File: src/inc/dps_pkg.sv
package dps_pkg;

  // ----------------------------------------------------------------
  // Register offsets
  // ----------------------------------------------------------------
  localparam logic [7:0] SOFT_RESET_ADDR    = 8'h00;
  localparam logic [7:0] WRITE_INDEX_ADDR   = 8'h46;
  localparam logic [7:0] STEP_TARGET_ADDR   = 8'h47;
  localparam logic [7:0] STEP_DATA_ADDR     = 8'h48;
  localparam logic [7:0] LAUNCH_ADDR        = 8'h49;
  localparam logic [7:0] ENABLE_ADDR        = 8'h4a;
  localparam logic [7:0] CURRENT_INDEX_ADDR = 8'h4b;

  // ----------------------------------------------------------------
  // Field positions and masks
  // ----------------------------------------------------------------
  localparam int          LAUNCH_GO_BIT   = 8;
  localparam int          STATUS_BUSY_BIT = 8;
  localparam int          TGT_WIDTH_LSB   = 12;
  localparam int          TGT_START_LSB   = 8;
  localparam int          DAT_END_BIT     = 14;
  localparam int          DAT_DELAY_LSB   = 8;
  localparam logic [15:0] TGT_FIELD_MASK  = 16'h7fff;
  localparam logic [15:0] DAT_FIELD_MASK  = 16'h4fff;

  // ----------------------------------------------------------------
  // Reset values and sizes
  // ----------------------------------------------------------------
  localparam logic       ENABLE_RESET = 1'b1;
  localparam logic [5:0] INDEX_RESET  = 6'h00;
  localparam int         RAM_DEPTH    = 16;
  localparam int         INDEX_W      = 6;
  localparam logic [5:0] ROM_FIRST    = 6'h10;
  localparam logic [7:0] DUMMY_ADDR   = 8'hff;

  // ----------------------------------------------------------------
  // Timing
  // ----------------------------------------------------------------
  localparam real CLK_PERIOD_NS = 5.0;
  localparam real UNIT_TIME_US  = 62.5;
  localparam int  UNIT_CYCLES   = int'(UNIT_TIME_US * 1000.0 / CLK_PERIOD_NS);
  localparam int  ADD_UNITS     = 8;

  // ----------------------------------------------------------------
  // Types
  // ----------------------------------------------------------------
  typedef struct packed {
    logic       end_of_program_flag;
    logic [3:0] delay;
    logic [7:0] data;
    logic [2:0] width;
    logic [3:0] start;
    logic [7:0] addr;
  } dps_step_t;

  typedef enum logic [1:0] {ST_IDLE, ST_FETCH, ST_EXEC, ST_WAIT} dps_state_t;

  // Builds a step from a field width in bits
  function automatic dps_step_t dps_mk(input logic [7:0] addr, input int bits,
                                       input logic [3:0] start, input logic [7:0] data,
                                       input logic [3:0] delay, input logic last);
    dps_step_t s;
    s.addr  = addr;
    s.width = 3'(bits - 1);
    s.start = start;
    s.data  = data;
    s.delay = delay;
    s.end_of_program_flag = last;
    return s;
  endfunction

  // Power-up program contents, RAM and ROM
  function automatic dps_step_t dps_default_step(input logic [5:0] idx);
    dps_step_t s;
    case (idx)
      6'h00: s = dps_mk(8'h4c, 1, 4'hf, 8'h01, 4'h6, 1'b0);
      6'h01: s = dps_mk(8'h01, 3, 4'h7, 8'h07, 4'h0, 1'b0);
      6'h02: s = dps_mk(8'h60, 5, 4'h1, 8'h11, 4'h0, 1'b0);
      6'h03: s = dps_mk(8'h54, 7, 4'h0, 8'h33, 4'h9, 1'b0);
      6'h04: s = dps_mk(8'hff, 1, 4'h0, 8'h00, 4'h5, 1'b0);
      6'h05, 6'h06: s = dps_mk(8'hff, 1, 4'h0, 8'h00, 4'h0, 1'b0);
      6'h07: s = dps_mk(8'h60, 6, 4'h2, 8'h3b, 4'h0, 1'b1);
      6'h10: s = dps_mk(8'h60, 7, 4'h1, 8'h00, 4'h0, 1'b0);
      6'h11: s = dps_mk(8'h54, 2, 4'h0, 8'h00, 4'h0, 1'b0);
      6'h12: s = dps_mk(8'h01, 2, 4'h8, 8'h00, 4'h0, 1'b0);
      6'h13: s = dps_mk(8'h4c, 1, 4'hf, 8'h00, 4'h0, 1'b0);
      6'h14: s = dps_mk(8'h01, 2, 4'hc, 8'h00, 4'h0, 1'b1);
      default: s = dps_mk(8'hff, 1, 4'h0, 8'h00, 4'h0, 1'b1);
    endcase
    return s;
  endfunction

  // Cycles per step, execution included
  function automatic logic [31:0] dps_step_cycles(input logic [3:0] delay, input int unit);
    return 32'(((32'd1 << delay) + 32'(ADD_UNITS)) * 32'(unit));
  endfunction

endpackage

File: src/core/dps_step_ram.sv
`timescale 1ns/10ps
module dps_step_ram #(
  parameter int WIDTH = $bits(dps_pkg::dps_step_t),
  parameter int DEPTH = dps_pkg::RAM_DEPTH
) (
  // Clock and reset
  input  wire logic                     clk,
  input  wire logic                     rst,
  // Host write port
  input  wire logic                     wr_en,
  input  wire logic [$clog2(DEPTH)-1:0] wr_index,
  input  wire logic [WIDTH-1:0]         wr_word,
  // Sequencer read port
  input  wire logic [$clog2(DEPTH)-1:0] rd_index,
  output logic      [WIDTH-1:0]         rd_word
);

  logic [WIDTH-1:0] mem [DEPTH];

  // ----------------------------------------------------------------
  // Storage
  // ----------------------------------------------------------------
  // power-up reload of defaults
  always_ff @(posedge clk) begin
    if (rst) begin
      for (int i = 0; i < DEPTH; i++) begin
        mem[i] <= WIDTH'(dps_pkg::dps_default_step(6'(i)));
      end
    end else if (wr_en) begin
      mem[wr_index] <= wr_word;
    end
  end

  // Registered read
  always_ff @(posedge clk) begin
    if (rst) begin
      rd_word <= '0;
    end else begin
      rd_word <= mem[rd_index];
    end
  end

endmodule

File: src/core/dps_sequencer.sv
// Added by the designer: the strobed register port and the register offsets.
`timescale 1ns/10ps
// Overview of operation
// - Power-up memory holds headphone start-up and generic shut-down programs.
// - Host may rewrite locations 0 to 15 at any time.
// - RAM contents survive sequencer enable changes and software reset.
// - Every power-up reloads the default start-up contents into RAM.
// - Launch value 0100h at 49h starts at index 0.
// - Launch value 0110h at 49h starts at index 16.
// - Index 0 sets charge pump, bit 15 of 4Ch, delay code 6h.
// - Index 1 writes 07h, 3 bits at bit 7 of 01h.
// - Index 2 writes 11h, 5 bits at bit 1 of 60h.
// - Index 3 writes 33h, 7 bits at bit 0 of 54h, delay 9h.
// - Indices 4 to 6 are dummy FFh writes, delays 5h, 0h, 0h.
// - Index 7 writes 3Bh, 6 bits at bit 2 of 60h, ends.
// - Index 16 clears 7 bits from bit 1 of 60h.
// - Index 17 clears 2 bits at bit 0 of 54h.
// - Index 18 clears 2 bits from bit 8 of 01h.
// - Index 19 clears bit 15 of 4Ch.
// - Index 20 clears 2 bits from bit 12 of 01h, ends.
// - Step lasts 62.5 us times (2 to the delay code plus 8).
// - Only width-plus-one data bits land at the start position.
// - End flag stops the sequencer once its step time is over.
// - Steps aimed at FFh update nothing and only take time.
module dps_sequencer #(
  parameter int UNIT_CYCLES = dps_pkg::UNIT_CYCLES
) (
  // Clock and reset
  input  wire logic        clk,
  input  wire logic        rst,
  // Register port
  input  wire logic [7:0]  reg_addr,
  input  wire logic [15:0] reg_wdata,
  input  wire logic        reg_wr,
  input  wire logic        reg_rd,
  output logic      [15:0] reg_rdata,
  // Masked control register writes
  output logic             ctl_wr_strobe,
  output logic      [7:0]  ctl_addr,
  output logic      [15:0] ctl_wr_mask,
  output logic      [15:0] ctl_wr_data,
  // Status
  output logic             seq_busy
);

  // ----------------------------------------------------------------
  // Helpers
  // ----------------------------------------------------------------
  // Field mask from width code and lsb position
  function automatic logic [15:0] field_mask(input logic [2:0] width, input logic [3:0] start);
    logic [15:0] low;
    low = 16'((17'd2 << width) - 17'd1);
    return 16'(low << start);
  endfunction

  // Assembles a RAM word from the two host halves
  function automatic dps_pkg::dps_step_t pack_step(input logic [15:0] tgt, input logic [15:0] dat);
    dps_pkg::dps_step_t s;
    s.addr  = tgt[7:0];
    s.start = tgt[dps_pkg::TGT_START_LSB +: 4];
    s.width = tgt[dps_pkg::TGT_WIDTH_LSB +: 3];
    s.data  = dat[7:0];
    s.delay = dat[dps_pkg::DAT_DELAY_LSB +: 4];
    s.end_of_program_flag = dat[dps_pkg::DAT_END_BIT];
    return s;
  endfunction

  // ----------------------------------------------------------------
  // Declarations
  // ----------------------------------------------------------------
  dps_pkg::dps_state_t state_reg, state_next;
  logic [3:0]          write_index_reg;
  logic [15:0]         tgt_shadow_reg;
  logic [15:0]         dat_shadow_reg;
  logic                enable_reg;
  logic [5:0]          start_index_reg;
  logic [5:0]          cur_index_reg, cur_index_next;
  logic [31:0]         step_cnt_reg, step_cnt_next;
  logic [31:0]         step_total_reg, step_total_next;
  logic                end_flag_reg, end_flag_next;
  dps_pkg::dps_step_t  rom_word_reg;
  logic [27:0]         ram_word;
  dps_pkg::dps_step_t  step_word;
  logic [15:0]         read_value;

  // ----------------------------------------------------------------
  // Address decode
  // ----------------------------------------------------------------
  wire wr_soft   = reg_wr && (reg_addr == dps_pkg::SOFT_RESET_ADDR);
  wire wr_index  = reg_wr && (reg_addr == dps_pkg::WRITE_INDEX_ADDR);
  wire wr_tgt    = reg_wr && (reg_addr == dps_pkg::STEP_TARGET_ADDR);
  wire wr_dat    = reg_wr && (reg_addr == dps_pkg::STEP_DATA_ADDR);
  wire wr_launch = reg_wr && (reg_addr == dps_pkg::LAUNCH_ADDR);
  wire wr_enable = reg_wr && (reg_addr == dps_pkg::ENABLE_ADDR);
  wire launch_go = wr_launch && reg_wdata[dps_pkg::LAUNCH_GO_BIT];
  wire stop_req  = wr_soft || (wr_enable && !reg_wdata[0]) || (wr_launch && !launch_go);
  wire start_req = launch_go && enable_reg;
  wire step_done = (step_cnt_reg == step_total_reg - 32'd1);
  wire in_rom    = (cur_index_reg >= dps_pkg::ROM_FIRST);

  // Host RAM write path, 4-bit index cannot reach ROM
  // program RAM any time
  wire                     ram_wr_en   = wr_tgt || wr_dat;
  wire [15:0]              ram_tgt_src = wr_tgt ? reg_wdata : tgt_shadow_reg;
  wire [15:0]              ram_dat_src = wr_dat ? reg_wdata : dat_shadow_reg;
  wire dps_pkg::dps_step_t ram_wr_word = pack_step(ram_tgt_src, ram_dat_src);

  // Step source select
  // ROM from index 16
  assign step_word = in_rom ? rom_word_reg : dps_pkg::dps_step_t'(ram_word);

  // Read mux
  assign read_value =
    (reg_addr == dps_pkg::WRITE_INDEX_ADDR)   ? {12'h000, write_index_reg} :
    (reg_addr == dps_pkg::STEP_TARGET_ADDR)   ? tgt_shadow_reg :
    (reg_addr == dps_pkg::STEP_DATA_ADDR)     ? dat_shadow_reg :
    (reg_addr == dps_pkg::LAUNCH_ADDR)        ? {7'h00, seq_busy, 2'h0, start_index_reg} :
    (reg_addr == dps_pkg::ENABLE_ADDR)        ? {15'h0000, enable_reg} :
    (reg_addr == dps_pkg::CURRENT_INDEX_ADDR) ? {7'h00, seq_busy, 2'h0, cur_index_reg} :
    16'h0000;

  // ----------------------------------------------------------------
  // Step memory
  // ----------------------------------------------------------------
  // defaults live in RAM and ROM
  dps_step_ram #(
    .WIDTH (28),
    .DEPTH (dps_pkg::RAM_DEPTH)
  ) u_ram (
    .clk      (clk),
    .rst      (rst),
    .wr_en    (ram_wr_en),
    .wr_index (write_index_reg),
    .wr_word  (ram_wr_word),
    .rd_index (cur_index_reg[3:0]),
    .rd_word  (ram_word)
  );

  // Constant ROM, registered to match RAM latency
  always_ff @(posedge clk) begin
    if (rst) begin
      rom_word_reg <= '0;
    end else begin
      rom_word_reg <= dps_pkg::dps_default_step(cur_index_reg);
    end
  end

  // ----------------------------------------------------------------
  // Host registers
  // ----------------------------------------------------------------
  // soft reset returns registers to reset values (enable to 1), not RAM
  always_ff @(posedge clk) begin
    if (rst || wr_soft) begin
      write_index_reg <= '0;
      tgt_shadow_reg  <= '0;
      dat_shadow_reg  <= '0;
      enable_reg      <= dps_pkg::ENABLE_RESET;
      start_index_reg <= dps_pkg::INDEX_RESET;
    end else begin
      if (wr_index)  write_index_reg <= reg_wdata[3:0];
      if (wr_tgt)    tgt_shadow_reg  <= reg_wdata & dps_pkg::TGT_FIELD_MASK;
      if (wr_dat)    dat_shadow_reg  <= reg_wdata & dps_pkg::DAT_FIELD_MASK;
      if (wr_enable) enable_reg      <= reg_wdata[0];
      if (wr_launch) start_index_reg <= reg_wdata[5:0];
    end
  end

  // Read data, valid one cycle after the strobe
  always_ff @(posedge clk) begin
    if (rst) begin
      reg_rdata <= '0;
    end else begin
      reg_rdata <= reg_rd ? read_value : 16'h0000;
    end
  end

  // ----------------------------------------------------------------
  // Sequencer engine
  // ----------------------------------------------------------------
  // Next state
  always_comb begin
    state_next      = state_reg;
    cur_index_next  = cur_index_reg;
    step_cnt_next   = step_cnt_reg + 32'd1;
    step_total_next = step_total_reg;
    end_flag_next   = end_flag_reg;
    case (state_reg)
      dps_pkg::ST_IDLE: begin
        step_cnt_next = '0;
      end
      dps_pkg::ST_FETCH: begin
        state_next = dps_pkg::ST_EXEC;
      end
      dps_pkg::ST_EXEC: begin
        state_next      = dps_pkg::ST_WAIT;
        step_total_next = dps_pkg::dps_step_cycles(step_word.delay, UNIT_CYCLES);
        end_flag_next   = step_word.end_of_program_flag;
      end
      dps_pkg::ST_WAIT: begin
        if (step_done) begin
          step_cnt_next = '0;
          if (end_flag_reg) begin
            state_next = dps_pkg::ST_IDLE;
          end else begin
            state_next     = dps_pkg::ST_FETCH;
            cur_index_next = cur_index_reg + 6'd1;
          end
        end
      end
      default: begin
        state_next = dps_pkg::ST_IDLE;
      end
    endcase
    if (stop_req) begin
      state_next    = dps_pkg::ST_IDLE;
      step_cnt_next = '0;
      if (wr_soft) cur_index_next = dps_pkg::INDEX_RESET;
    end else if (start_req) begin
      state_next     = dps_pkg::ST_FETCH;
      cur_index_next = reg_wdata[5:0];
      step_cnt_next  = '0;
    end
  end

  // State registers
  always_ff @(posedge clk) begin
    if (rst) begin
      state_reg      <= dps_pkg::ST_IDLE;
      cur_index_reg  <= dps_pkg::INDEX_RESET;
      step_cnt_reg   <= '0;
      step_total_reg <= '0;
      end_flag_reg   <= 1'b0;
    end else begin
      state_reg      <= state_next;
      cur_index_reg  <= cur_index_next;
      step_cnt_reg   <= step_cnt_next;
      step_total_reg <= step_total_next;
      end_flag_reg   <= end_flag_next;
    end
  end

  // ----------------------------------------------------------------
  // Control write port
  // ----------------------------------------------------------------
  // dummy target writes nothing
  wire exec_write = (state_reg == dps_pkg::ST_EXEC) && (state_next == dps_pkg::ST_WAIT) &&
                    (step_word.addr != dps_pkg::DUMMY_ADDR);
  wire [15:0] exec_mask = field_mask(step_word.width, step_word.start);
  // only the field bits are written
  wire [15:0] exec_data = 16'({8'h00, step_word.data} << step_word.start) & exec_mask;

  // Output registers
  always_ff @(posedge clk) begin
    if (rst) begin
      ctl_wr_strobe <= 1'b0;
      ctl_addr      <= '0;
      ctl_wr_mask   <= '0;
      ctl_wr_data   <= '0;
      seq_busy      <= 1'b0;
    end else begin
      ctl_wr_strobe <= exec_write;
      if (exec_write) begin
        ctl_addr    <= step_word.addr;
        ctl_wr_mask <= exec_mask;
        ctl_wr_data <= exec_data;
      end
      seq_busy <= (state_next != dps_pkg::ST_IDLE);
    end
  end

  // ----------------------------------------------------------------
  // Assertions
  // ----------------------------------------------------------------
  AST_LAUNCH_INDEX: assert property (@(posedge clk) disable iff (rst)
    (start_req && !stop_req) |=> (state_reg == dps_pkg::ST_FETCH) &&
      (cur_index_reg == $past(reg_wdata[5:0])) ##2 (state_reg == dps_pkg::ST_WAIT))
    else $error("launch did not start at the written index");

  AST_FIELD_ONLY: assert property (@(posedge clk) disable iff (rst)
    ctl_wr_strobe |-> ((ctl_wr_data & ~ctl_wr_mask) == 16'h0000) && (ctl_wr_mask != 16'h0000))
    else $error("control write touches bits outside its field");

  AST_DUMMY_SILENT: assert property (@(posedge clk) disable iff (rst)
    ((state_reg == dps_pkg::ST_EXEC) && (step_word.addr == dps_pkg::DUMMY_ADDR)) |=>
      !ctl_wr_strobe)
    else $error("dummy step produced a control write");

  AST_STEP_TOTAL: assert property (@(posedge clk) disable iff (rst)
    ((state_reg == dps_pkg::ST_EXEC) && !stop_req && !start_req) |=>
      (step_total_reg == dps_pkg::dps_step_cycles($past(step_word.delay), UNIT_CYCLES)) &&
      (step_cnt_reg == 32'd2))
    else $error("step time does not match its delay code");

  AST_NOT_EARLY: assert property (@(posedge clk) disable iff (rst)
    ((state_reg == dps_pkg::ST_WAIT) && !step_done && !stop_req && !start_req) |=>
      (state_reg == dps_pkg::ST_WAIT) && (step_cnt_reg == $past(step_cnt_reg) + 32'd1))
    else $error("step left before its time elapsed");

  AST_END_STOP: assert property (@(posedge clk) disable iff (rst)
    ((state_reg == dps_pkg::ST_WAIT) && step_done && end_flag_reg && !start_req) |=>
      (state_reg == dps_pkg::ST_IDLE) && !seq_busy)
    else $error("sequencer did not stop at end of program");

  AST_ADVANCE: assert property (@(posedge clk) disable iff (rst)
    ((state_reg == dps_pkg::ST_WAIT) && step_done && !end_flag_reg && !stop_req && !start_req) |=>
      (state_reg == dps_pkg::ST_FETCH) && (cur_index_reg == $past(cur_index_reg) + 6'd1))
    else $error("sequencer did not advance to next index");

  AST_ROM_CONST: assert property (@(posedge clk) disable iff (rst)
    ((state_reg == dps_pkg::ST_EXEC) && in_rom) |->
      (step_word == dps_pkg::dps_default_step(cur_index_reg)))
    else $error("ROM step differs from its constant contents");

  AST_SOFT_STOP: assert property (@(posedge clk) disable iff (rst)
    wr_soft |=> (state_reg == dps_pkg::ST_IDLE) && !ctl_wr_strobe && enable_reg)
    else $error("software reset did not stop the sequencer");

  COV_STARTUP: cover property (@(posedge clk) disable iff (rst)
    start_req && (reg_wdata[5:0] == 6'h00));
  COV_SHUTDOWN: cover property (@(posedge clk) disable iff (rst)
    start_req && (reg_wdata[5:0] == dps_pkg::ROM_FIRST));
  COV_DUMMY: cover property (@(posedge clk) disable iff (rst)
    (state_reg == dps_pkg::ST_EXEC) && (step_word.addr == dps_pkg::DUMMY_ADDR));
  COV_END: cover property (@(posedge clk) disable iff (rst)
    (state_reg == dps_pkg::ST_WAIT) && step_done && end_flag_reg);

endmodule

File: config.mk
export PLATFORM = sky130hd
export DESIGN_NAME = dps_sequencer
export DESIGN_NICKNAME = d
export VERILOG_FILES = /design/src/inc/dps_pkg.sv /design/src/core/dps_step_ram.sv /design/src/core/dps_sequencer.sv
export SDC_FILE = /design/constraint.sdc
export NUM_CORES = 1
export LEC_CHECK = 0
export BUFFER_PORTS_ARGS = -buffer_cell sky130_fd_sc_hd__clkbuf_2
export CORE_MARGIN = 3
export CORE_UTILIZATION = 45
export CTS_CLUSTER_SIZE = 25
export DETAILED_ROUTE_END_ITERATION = 6
export PLACE_DENSITY = 0.58
export SLEW_MARGIN = 10
export SYNTH_ARGS = -nofsm -noshare
export SYNTH_HDL_FRONTEND = slang
export SYNTH_SLANG_ARGS = --single-unit
File: constraint.sdc
create_clock -name clk -period 9.8 [get_ports clk]
set_input_delay 1.47 -clock clk [delete_from_list [all_inputs] [get_ports clk]]
set_output_delay 1.47 -clock clk [all_outputs]
set_load 0.01 [all_outputs]
Word-level counts from Yosys, hierarchy flattened --
Memory sizes are Yosys's and may differ from the RTL's. A register that Yosys moved wholly into a read port is not among the register bits. Cells that the tools add are included.
Storage, ports and cells: register bits 195, memory bits (writable) 448, memory bits (read-only) 832, input port bits 28, output and inout bits 58, memories 2
Memories:
- (name not given) | words 32, width 26, read ports 1, clocked after memory_dff 1, write ports 0, RTL line dps_pkg.sv:75 | case (idx)
- u_ram.mem | words 16, width 28, read ports 1, clocked after memory_dff 1, write ports 16, RTL line dps_step_ram.sv:18 | logic [WIDTH-1:0] mem [DEPTH];
Operators by class: add/subtract/negate cells 5, multiply operators 1, $lt $le $gt $ge 1, eq/ne operators 12, shift operators 4, mux-type cells 40, bitwise operators 2, reductions and logical operators 26
Operators with widths (count):
- 2-to-1 mux 28 bit | 11
- one-hot mux 32 bit (2 select lines) | 1
- 2-to-1 mux 15 bit | 4
- == test 8 x 7 -> 1 bit (second input constant) | 6
- 2-to-1 mux 6 bit | 6
- adder 32 x 1 -> 32 bit (second input constant) | 1
- adder 32 x 4 -> 32 bit (second input constant) | 1
- == test 32 bit | 1
- multiplier 32 x 12 -> 30 bit (second input constant) | 1
- 2-to-1 mux 32 bit | 1
- << shifter 1 x 4 -> 32 bit (first input constant) | 1
- subtractor 32 x 1 -> 32 bit (second input constant) | 1
- OR reduction 28 bit | 1
- 2-to-1 mux 9 bit | 3
- AND 16 bit | 1
- << shifter 16 x 4 -> 16 bit | 1
- << shifter 2 x 3 -> 16 bit (first input constant) | 1
- << shifter 8 x 4 -> 16 bit | 1
- subtractor 16 x 1 -> 16 bit (second input constant) | 1
- logical AND 1 bit | 12
- zero test 8 bit | 1
- 2-to-1 mux 4 bit | 2
- != test 8 bit (second input constant) | 1
- 2-to-1 mux 1 bit | 7
- 14 further kinds | 24

Longest topological paths before layout --
Gate-level depths: netlist of the first run.
depth after elaboration 10, depth in mapped cells 29, mapped depth without buffers 27

Cells and area by module --
A second synthesis of the first run with hierarchy kept.
Second synthesis, totals: cell total of the unflattened synthesis 3273, area total of the unflattened synthesis 35970.7 um^2
By module, submodules not included:
- dps_step_ram | instances 1, cells each 1511, area each 21206.6 um^2
- dps_sequencer | instances 1, cells each 1762, area each 14764.2 um^2

Worst setup path before layout of the first run --
OpenSTA, ideal clock, no wires.
kind register to register, start point reg cur_index_reg[5], end point reg step_total_reg[28], setup time 106 ps, data arrival time 6858 ps, required time 9694 ps, slack 2836 ps, stages on the path, launching flop included 28, buffers on the path 2, period minus slack after synthesis 6964 ps, cells stage by stage dfxtp_1 nor2_1 clkbuf_1 clkbuf_1 a31oi_1 or2_2 inv_1 ha_1 xor2_1 ha_1 ha_1 inv_1 fa_1 fa_1 fa_1 inv_1 ha_1 a211o_1 a211oi_1 o21ai_0 a311oi_1 o21ai_0 a31oi_1 o311ai_0 a21oi_1 nor2b_1 or4_1 o311ai_0
Between the ends: cells in the longest elaborated chain, start to end 5
Ends and longest elaborated chain:
- from (decl) | RTL line dps_sequencer.sv:77 | logic [5:0] cur_index_reg, cur_index_next;
- from (signal assigned) | RTL line dps_sequencer.sv:229 | cur_index_reg <= dps_pkg::INDEX_RESET;
- from (signal assigned) | RTL line dps_sequencer.sv:235 | cur_index_reg <= cur_index_next;
- greater-or-equal comparator 6 x 5 -> 1 bit | RTL line dps_sequencer.sv:99 | wire in_rom = (cur_index_reg >= dps_pkg::ROM_FIRST);
- 2-to-1 mux 28 bit | RTL line dps_sequencer.sv:110 | assign step_word = in_rom ? rom_word_reg : dps_pkg::dps_step_t'(ram_word);
- << shifter 1 x 4 -> 32 bit | RTL line dps_pkg.sv:95 | return 32'(((32'd1 << delay) + 32'(ADD_UNITS)) * 32'(unit));
- adder 32 x 4 -> 32 bit | RTL line dps_pkg.sv:95
- multiplier 32 x 12 -> 30 bit | RTL line dps_pkg.sv:95
- to (signal assigned) | RTL line dps_sequencer.sv:237 | step_total_reg <= step_total_next;
- to (decl) | RTL line dps_sequencer.sv:79 | logic [31:0] step_total_reg, step_total_next;
No other way between the ends. A chain may end at the register's enable or synchronous reset.

Final worst setup path of the first run --
Ends and elaborated chain as after synthesis.

==> results_dict.tcl, run 1 <==
set metrics [dict create \
    grt_pass1_wl_mm 145.3 \
    clkLatencyLatePin_ps 640 \
    stdcell_area_um2 38350 \
    ir_drop_mv 0.1287 \
    hold_violations 0 \
    die_w_um 281.7 \
    num_rows 100 \
    synthTopCellsByArea "edfxtp_1 (39%), dfxtp_1 (14%), mux4_2 (9.3%)" \
    syn-mean-instance-area_um2 11.39 \
    worst_ep_required_time_ps 10320 \
    largest_register_ffs 448 \
    holdBufCountCts 0 \
    power_mw 6.765 \
    dr.pass1.iters 7 \
    tightestPinTransition_ps 1074 \
    drive_above_1_share_pct 14.84 \
    synth-seq-area-share_pct 53.69 \
    critical_path_class "flip-flop to flip-flop" \
    cts_resized 0 \
    cts_tree "yes" \
    cts_inserted_buffers 76 \
    io_pins 86 \
    grt_usage_pct 24.38 \
    initial_core_util_pct 45.70 \
    synth_compound_gate_area_share_pct 5.097 \
    power_per_cell_area_nw_per_um2 176.4 \
    antenna_found_initial 3 \
    final_common_cell "nor2_1" \
    rsz0062_at_grt "no" \
    finalCriticalPeriod_ps 8150 \
    synth-edff-count 448 \
    synth_mux_area_share_pct 12.58 \
    p_int_mw 5.123 \
    wl_per_cell_um 23.43 \
    via_count 23740 \
    clock-sinks 693 \
    synth_flop_cell "edfxtp_1" \
    yosysWarnings 0 \
    final_net_count 3258 \
    worstPathMaxFanout 14 \
    clock_tree.root_cell "clkbuf_16" \
    p_comb_share_pct 9.4 \
    outcome "finished with violations" \
    yosys.area_share.simple_pct 15.26 \
    synthArstFlopShare_pct 0 \
    synth_area_um2 34190 \
    mostFrequentLayoutCells "nor2_1 (583), edfxtp_1 (448), nand2_1 (291)" \
    tns_ps 0 \
    n_antenna_cell 0 \
    maxCapViolations 0 \
    clkPwrFrac_pct 43.1 \
    synth-xor-area-share_pct 2.254 \
    postSynthCellCount 3001 \
    finalCritPeriodShare_pct 83.17 \
    coreArea_um2 74820 \
    synth_top_area_cell "edfxtp_1" \
    cts_setup_buffers 0 \
    drcViolationCount 2 \
    p_sw_mw 1.642 \
    p_leak_nw 13.79 \
    clkSlewWorstSetupHoldPaths_ps 60 \
    grt_max_degree 112 \
    fillerInstances 6621 \
    place.gp.congestion 0.8603 \
    violations "DRC" \
    cts-htree-levels 3 \
    wl_mm 95.96 \
    synth_top_cell_area_share_pct 39.34 \
    ant_nets 0 \
    viasPerCell 5.797 \
    startpoint_type "flip-flop" \
    placed_area_um2 35750 \
    finalSetupViolations 0 \
    dp_hpwl_mm 64.95 \
    dieArea_um2 79330 \
    numPortBuffers 83 \
    drtIter0Drc 2417 \
    synth_top_family_by_area "simple AND/OR/NAND/NOR gates" \
    crit_path_end_kind "flip-flop" \
    areaGrowthSynthToFinish_pct 12.15 \
    worst_clock_skew_ps 31.31 \
    p_sw_share_pct 24.27 \
    seq_power_share_pct 47.4 \
    synth_cell_types 82 \
    relSlewSlack_pct 27.88 \
    hold_class "flip-flop to flip-flop" \
    max_freq_ghz 0.1227 \
    ys_ff_latch 693 \
    drv_slew 0 \
    grt_pass1_vias 23600 \
    grt_overflow_total 0 \
    die_h_um 281.7 \
    max-clock-path-buffers 3 \
    synth_adder_area_share_pct 7.136 \
    crit_arrival_ps 8670 \
]
stage by stage:
stage / cells / setup WS, ps / hold slack [ps] / utilization, %
floorplan: 3009 / 2836 / 405.7 / -
global placement: 3953 / 1747 / 423.0 / 47.78
detailed placement: 3953 / 1713 / 418.9 / 47.78
CTS: 4095 / 1629 / 434.8 / 51.25
global route: 4095 / 1071 / 450.6 / 51.25
finish: 4095 / 1650 / 429.9 / 51.25
cell families after synthesis:
kind of cell,count (synthesis)
adder cells (fa/ha/maj),168
other,1
buffers and inverters,347
AO/OA/AOI/OAI,270
flip-flops,693
multiplexers,252
AND/OR/NAND/NOR,1182
XOR/XNOR,88
power by group through the flow:
stage / clock network [mW] / registers [mW] / logic, mW
after global routing: 3.08 / 3.21 / 0.715
final: 2.92 / 3.21 / 0.637
after global placement: 0 / 3.27 / 0.636
after detailed placement: 0 / 3.27 / 0.639
after CTS: 2.97 / 3.21 / 0.644
after floorplan: 0 / 3.25 / 0.460
layout make-up:
class / instances / area [um^2] / area share [%]
inverter: 157 / 601.8 / 1.569
sequential: 693 / 18370 / 47.90
clock inverter: 31 / 397.9 / 1.038
tap: 969 / 1212 / 3.162
clock buffer: 111 / 2200 / 5.736
multi-input combinational: 1969 / 14520 / 37.88
timing repair buffer: 165 / 1044 / 2.721
metal layers:
| layer | vias to the layer above | GRT usage (%) | routed length [um] |
|---|---|---|---|
| li1 | 10700 | - | - |
| met5 | - | 0 | 0 |
| met3 | 132 | 3.999 | 6220 |
| met4 | 0 | 6.996 | 2652 |
| met1 | 12040 | 33.27 | 40700 |
| met2 | 873 | 40.49 | 46380 |
Yosys cell counts, drive strengths merged (13+ instances only):
| cell type | number |
|---|---|
| a211oi | 15 |
| a21o | 13 |
| a21oi | 79 |
| a31oi | 21 |
| and2 | 62 |
| and3 | 26 |
| buf | 21 |
| clkbuf | 169 |
| dfxtp | 245 |
| edfxtp | 448 |
| fa | 45 |
| ha | 123 |
| inv | 156 |
| mux2i | 100 |
| mux4 | 141 |
| nand2 | 292 |
| nand2b | 21 |
| nand3 | 56 |
| nand4 | 19 |
| nor2 | 584 |
| nor2b | 13 |
| nor3 | 32 |
| nor4 | 17 |
| o21ai | 46 |
| o22ai | 17 |
| or4 | 13 |
| xnor2 | 41 |
| xor2 | 47 |
path summary, 6_finish.rpt:
path / start / end / slack (ps) / depth (start not counted)
hold reg to reg: flip-flop / rom_word_reg[18] / 430 / 1
setup / recovery: cur_index_reg[5] / step_total_reg[28] / 1650 / 26
setup reg to reg: cur_index_reg[5] / step_total_reg[28] / 1650 / 26
hold / removal: flip-flop / rom_word_reg[18] / 430 / 1
critical path, cell delays in order (launching register included):
cell	delay, ps
dfxtp_1	500
nor2_2	630
nor3b_1	110
a31oi_1	560
or2_2	320
inv_1	60
ha_1	180
xor2_1	440
ha_1	330
ha_1	240
inv_1	90
fa_1	410
fa_1	470
fa_1	550
inv_1	50
ha_1	330
a211o_1	300
a211oi_1	220
o21ai_0	170
a311oi_1	370
o21ai_0	170
a31oi_1	350
o311ai_0	320
a21oi_1	220
nor2b_1	70
or4_1	450
o311ai_0	100
Power figures use the tool's default switching activity.
==> run 2: changes to the inputs <==
--- a/config.mk
+++ b/config.mk
@@ -10,7 +10,7 @@
 export CORE_UTILIZATION = 45
 export CTS_CLUSTER_SIZE = 25
 export DETAILED_ROUTE_END_ITERATION = 6
-export PLACE_DENSITY = 0.58
+export PLACE_DENSITY = 0.6
 export SLEW_MARGIN = 10
 export SYNTH_ARGS = -nofsm -noshare
 export SYNTH_HDL_FRONTEND = slang
==> constraint.sdc (replaced) <==
create_clock -name clk -period 7 [get_ports clk]
set_input_delay 1.05 -clock clk [delete_from_list [all_inputs] [get_ports clk]]
set_output_delay 1.05 -clock clk [all_outputs]
set_load 0.01 [all_outputs]
==> run 2 against run 1 <==
Effect of this change: the run now ends clean; global-route usage decreased by 0.65 points; utilization increased by 0.46 points; critical path depth increased by 2; total power increased by 41%; first-iteration DRC count decreased by 4.2%; via count decreased by 0.35%; non-clock buffer count increased by 35.
==> results_dict.tcl, run 2 (synthesis gave the netlist of run 1 again) <==
set metrics [dict create \
    p_sw_share_pct 24.29 \
    worstSetupEndpoint "step_total_reg[28]" \
    drive_above_1_share_pct 15.80 \
    clkSlewWorstSetupHoldPaths_ps 60 \
    post-place-ws_ps 187.8 \
    setup_slack_ps 410.9 \
    wl_per_cell_um 22.49 \
    outcome "complete, no violations" \
    whs_ps 435.0 \
    finalSetupViolations 0 \
    clock_tree.root_cell "clkbuf_16" \
    finalCriticalPeriod_ps 6589 \
    crit_arrival_ps 7100 \
    max_freq_ghz 0.1518 \
    drcViolationCount 0 \
    p_sw_mw 2.313 \
    hold_class "flip-flop to flip-flop" \
    ff2ff_path_depth 28 \
    final_net_count 3293 \
    max-clock-path-buffers 3 \
    hold_violations 0 \
    die_h_um 281.7 \
    slowest_delay_ps 550 \
    placed_area_um2 36060 \
    cts-htree-levels 3 \
    grt_overflow_total 0 \
    p_comb_share_pct 9.6 \
    critical_path_class "flip-flop to flip-flop" \
    final_common_cell "nor2_1" \
    r2r_end "step_total_reg[28]" \
    tns_ps 0 \
    via_count 23660 \
    grt_usage_pct 23.74 \
    worstPathMaxFanout 21 \
    coreArea_um2 74820 \
    finalCritPeriodShare_pct 94.13 \
    worst_clock_skew_ps 42.05 \
    wl_mm 92.88 \
    ir_drop_mv 0.2017 \
    p_leak_nw 13.98 \
    mostFrequentLayoutCells "nor2_1 (583), edfxtp_1 (448), nand2_1 (291)" \
    rrSetupSlack_ps 410 \
    numPortBuffers 83 \
    critPathLaunch "cur_index_reg[5]" \
    largest_register_ffs 448 \
    initial_core_util_pct 45.70 \
    drv_slew 0 \
    dieArea_um2 79330 \
    antenna_found_initial 0 \
    crit_top_cell "ha_1" \
    num_rows 100 \
    grt_max_degree 94 \
    viasPerCell 5.730 \
    power_mw 9.521 \
    stdcell_area_um2 38690 \
    r2r_start "cur_index_reg[5]" \
    clock-sinks 693 \
    place.gp.congestion 0.8848 \
    cts_tree "yes" \
    relSlewSlack_pct 34.42 \
    io_pins 86 \
    grt_pass1_vias 24060 \
    rsz0062_at_grt "yes" \
    p_int_mw 7.208 \
    areaGrowthSynthToFinish_pct 13.16 \
    drtIter0Drc 2315 \
    ant_nets 0 \
    power_per_cell_area_nw_per_um2 246.1 \
    dp_hpwl_mm 62.86 \
    holdBufCountCts 0 \
    dr.pass1.iters 5 \
    maxCapViolations 0 \
    cpMaxStageDelayCell "fa_1" \
    clkPwrFrac_pct 43.2 \
    seq_power_share_pct 47.1 \
    tightestPinTransition_ps 978.3 \
    cts_inserted_buffers 76 \
    grt_pass1_wl_mm 142.8 \
    crit_path_end_kind "flip-flop" \
    die_w_um 281.7 \
    clkLatencyLatePin_ps 640 \
    startpoint_type "flip-flop" \
    worst_ep_required_time_ps 7510 \
]
## run 2: changes by cell type in the layout (fill, tap and decap cells not counted), sizes merged
cell	delta
bufinv	+1
diode	+2
clkinvlp	+3
clkinv	-2
buf	+35
clkbuf	-6
inv	+1
## run 2: layout make-up
cell class	count	area [um^2]
Fill cell	6587	36130
Sequential cell	693	18370
Multi-Input combinational cell	1969	14540
Clock buffer	105	2163
Timing Repair Buffer	200	1356
Tap cell	969	1212
Inverter	157	601.8
Clock inverter	34	440.4
Antenna cell	2	5.005
## run 2: worst min-delay path by stage
stage,startpoint,to,slack (ps),cells past startpoint
after global routing,flip-flop,rom_word_reg[3],460,2
final,flip-flop,rom_word_reg[27],440,2
after detailed placement,flip-flop,rom_word_reg[12],420,1
after global placement,flip-flop,rom_word_reg[12],410,1
after floorplan,flip-flop,rom_word_reg[10],410,1
after CTS,flip-flop,rom_word_reg[27],440,2
## run 2: per-layer routing
layer  up-vias  track usage (%)  routed length [um]
li1      10770                -                   -
met1     11850            31.47               38020
met2       877            40.79               46030
met3       161            3.204                6138
met4         0            7.223                2683
met5         -                0                   0
## run 2: through the flow
step,utilization [%],cells
finish,51.71,4129
global route,51.70,4127
CTS,51.68,4127
detailed placement,48.20,3988
global placement,48.20,3988
floorplan,-,3009
## run 2: power groups by stage
stage	logic (mW)	registers, mW	clock network, mW
global route	1.03	4.49	4.35
detailed placement	0.921	4.57	0
CTS	0.927	4.48	4.18
finish	0.919	4.48	4.12
global placement	0.912	4.56	0
floorplan	0.644	4.55	0
## run 2: timing repair
action	in CTS	in global routing
gates resized for setup	0	5
hold endpoints to repair	0	0
buffers inserted	0	0
endpoints found under the setup margin	0	5
## run 2: critical path, delay by kind of cell (launching register included)
family	cells	cell delay, ps
fa+ha+maj	7	2530
compound gates	10	1930
simple gates	5	960
buf+inv	5	510
flops	1	320
xor+xnor	1	200
==> run 3: changes to the inputs <==
--- a/config.mk
+++ b/config.mk
@@ -10,7 +10,7 @@
 export CORE_UTILIZATION = 45
 export CTS_CLUSTER_SIZE = 25
 export DETAILED_ROUTE_END_ITERATION = 6
-export PLACE_DENSITY = 0.6
+export PLACE_DENSITY_LB_ADDON = 0.08
 export SLEW_MARGIN = 10
 export SYNTH_ARGS = -nofsm -noshare
 export SYNTH_HDL_FRONTEND = slang
==> run 3 against run 2 <==
Effect of this change: combinational power increased by 0.8%; sequential share of layout area increased by 0.12 points; clock-buffer cell count fell by 3; clock power decreased by 2%; via count is 0.52% lower; die area unchanged; worst setup slack improved by 12 ps; design area shrank 0.24%; utilization is 0.12 points lower; wire length up 2.5%; flip-flop and latch count unchanged; final cell count down 0.17%; critical endpoint unchanged; largest cell class unchanged.
==> results_dict.tcl, run 3 (synthesis gave the netlist of run 1 again) <==
set metrics [dict create \
    drtIter0Drc 1996 \
    clock-sinks 693 \
    clkLatencyLatePin_ps 630 \
    final_common_cell "nor2_1" \
    holdPathEnd "rom_word_reg[12]" \
    p_sw_mw 2.351 \
    num_rows 100 \
    final_net_count 3285 \
    wl_mm 95.22 \
    grt_pass1_vias 23470 \
    crit_arrival_ps 7080 \
    cp_top_family "adder cells" \
    coreArea_um2 74820 \
    place_inst 3974 \
    ir_drop_mv 0.2093 \
    grt_usage_pct 24.07 \
    grt_pass1_wl_mm 144.5 \
    cpMaxStageDelayCell "fa_1" \
    dp_hpwl_mm 64.33 \
    worstPathMaxFanout 7 \
    r2r_start "cur_index_reg[4]" \
    seq_power_share_pct 47.6 \
    grt_overflow_total 0 \
    p_comb_share_pct 9.8 \
    crit_top_cell "ha_1" \
    critical_path_class "flip-flop to flip-flop" \
    setup_slack_ps 422.6 \
    dieArea_um2 79330 \
    worst_ep_required_time_ps 7500 \
    drv_slew 0 \
    outcome "complete, no violations" \
    fin_util_pct 51.59 \
    cts_tree "yes" \
    clkSlewWorstSetupHoldPaths_ps 60 \
    worstPathBufferInverterCount 3 \
    post-place-ws_ps 116.0 \
    viasPerCell 5.709 \
    crit_path_end_kind "flip-flop" \
    rrSetupSlack_ps 420 \
    place.gp.congestion 0.8509 \
    mostFrequentLayoutCells "nor2_1 (583), edfxtp_1 (448), nand2_1 (291)" \
    p_int_mw 7.090 \
    cts-htree-levels 3 \
    ant_nets 0 \
    whs_ps 421.3 \
    holdBufCountCts 0 \
    drcViolationCount 0 \
    grt_max_degree 113 \
    maxCapViolations 0 \
    p_sw_share_pct 24.90 \
    io_pins 86 \
    wl_per_cell_um 23.10 \
    max-clock-path-buffers 3 \
    worst_clock_skew_ps 47.24 \
    r2r_end "step_total_reg[28]" \
    tightestPinTransition_ps 1232 \
    initial_core_util_pct 45.70 \
    power_per_cell_area_nw_per_um2 244.6 \
    hold_class "flip-flop to flip-flop" \
    areaGrowthSynthToFinish_pct 12.88 \
    die_h_um 281.7 \
    relSlewSlack_pct 17.21 \
    finalSetupViolations 0 \
    finalCriticalPeriod_ps 6577 \
    drive_above_1_share_pct 15.64 \
    slowest_delay_ps 550 \
    clock_tree.root_cell "clkbuf_16" \
    ff2ff_path_depth 26 \
    final-instance-count-excl-fill 4122 \
    fillerInstances 6594 \
    finalCritPeriodShare_pct 93.96 \
    die_w_um 281.7 \
    startpoint_type "flip-flop" \
    hold_depth 1 \
    hold_violations 0 \
    via_count 23530 \
    antenna_found_initial 7 \
    p_leak_nw 13.89 \
    largest_register_ffs 448 \
    max_freq_ghz 0.1520 \
    power_mw 9.442 \
    n_antenna_cell 0 \
    clkPwrFrac_pct 42.6 \
    numPortBuffers 83 \
    dr.pass1.iters 5 \
    cts_inserted_buffers 78 \
]
run 3: cell types whose count changed in the layout (fill, tap and decap cells not counted), sizes merged, moves of 2 or more:
cell / before / now
clkinv: 23 / 31
diode: 2 / 0
buf: 118 / 107
clkbuf: 187 / 184
inv: 159 / 161
bufinv: 6 / 4
run 3: how the worst max path moves through the flow:
stage | from | to | depth (start not counted)
after floorplan | cur_index_reg[5] | step_total_reg[28] | 27
after global placement | cur_index_reg[5] | step_total_reg[28] | 25
after detailed placement | cur_index_reg[5] | step_total_reg[28] | 25
after CTS | cur_index_reg[5] | step_total_reg[28] | 25
after global routing | cur_index_reg[4] | step_total_reg[28] | 26
final | cur_index_reg[4] | step_total_reg[28] | 26
run 3: metrics by stage:
step | area (um^2) | TNS (ps)
6_report | 38600 | 0
4_1_cts | 38530 | 0
5_1_grt | 38600 | -0.9255
3_3_place_gp | 36000 | 0
3_5_place_dp | 36000 | 0
2_1_floorplan | 34220 | 0
run 3: repair_timing:
action                     in CTS  in global routing
setup buffers                   0                  3
gates cloned                    0                  1
gates resized for setup         1                  8
setup endpoints to repair       1                  3
pin swaps                       0                  3
run 3: power groups by stage:
stage / clock network (mW) / registers, mW / logic, mW
floorplan: 0 / 4.55 / 0.644
global placement: 0 / 4.58 / 0.920
detailed placement: 0 / 4.58 / 0.929
CTS: 4.10 / 4.49 / 0.934
global route: 4.27 / 4.50 / 1.03
finish: 4.02 / 4.49 / 0.926
run 3: routing by layer:
| metal | vias up | track usage [%] | share of wire, % |
|---|---|---|---|
| met1 | 11910 | 31.99 | 42 |
| li1 | 10760 | - | - |
| met5 | - | 0 | 0.033 |
| met4 | 4 | 5.410 | 2.0 |
| met2 | 711 | 41.67 | 50 |
| met3 | 150 | 3.917 | 5.6 |
run 3: area by class of cell:
type	instances	area [um^2]	area share [%]
clock buffers	102	2105	5.452
clock inverters	42	426.7	1.105
inverters	157	601.8	1.559
multi-input cells	1970	14580	37.78
flip-flops and latches	693	18370	47.59
well taps	969	1212	3.141
repair buffers	189	1301	3.371
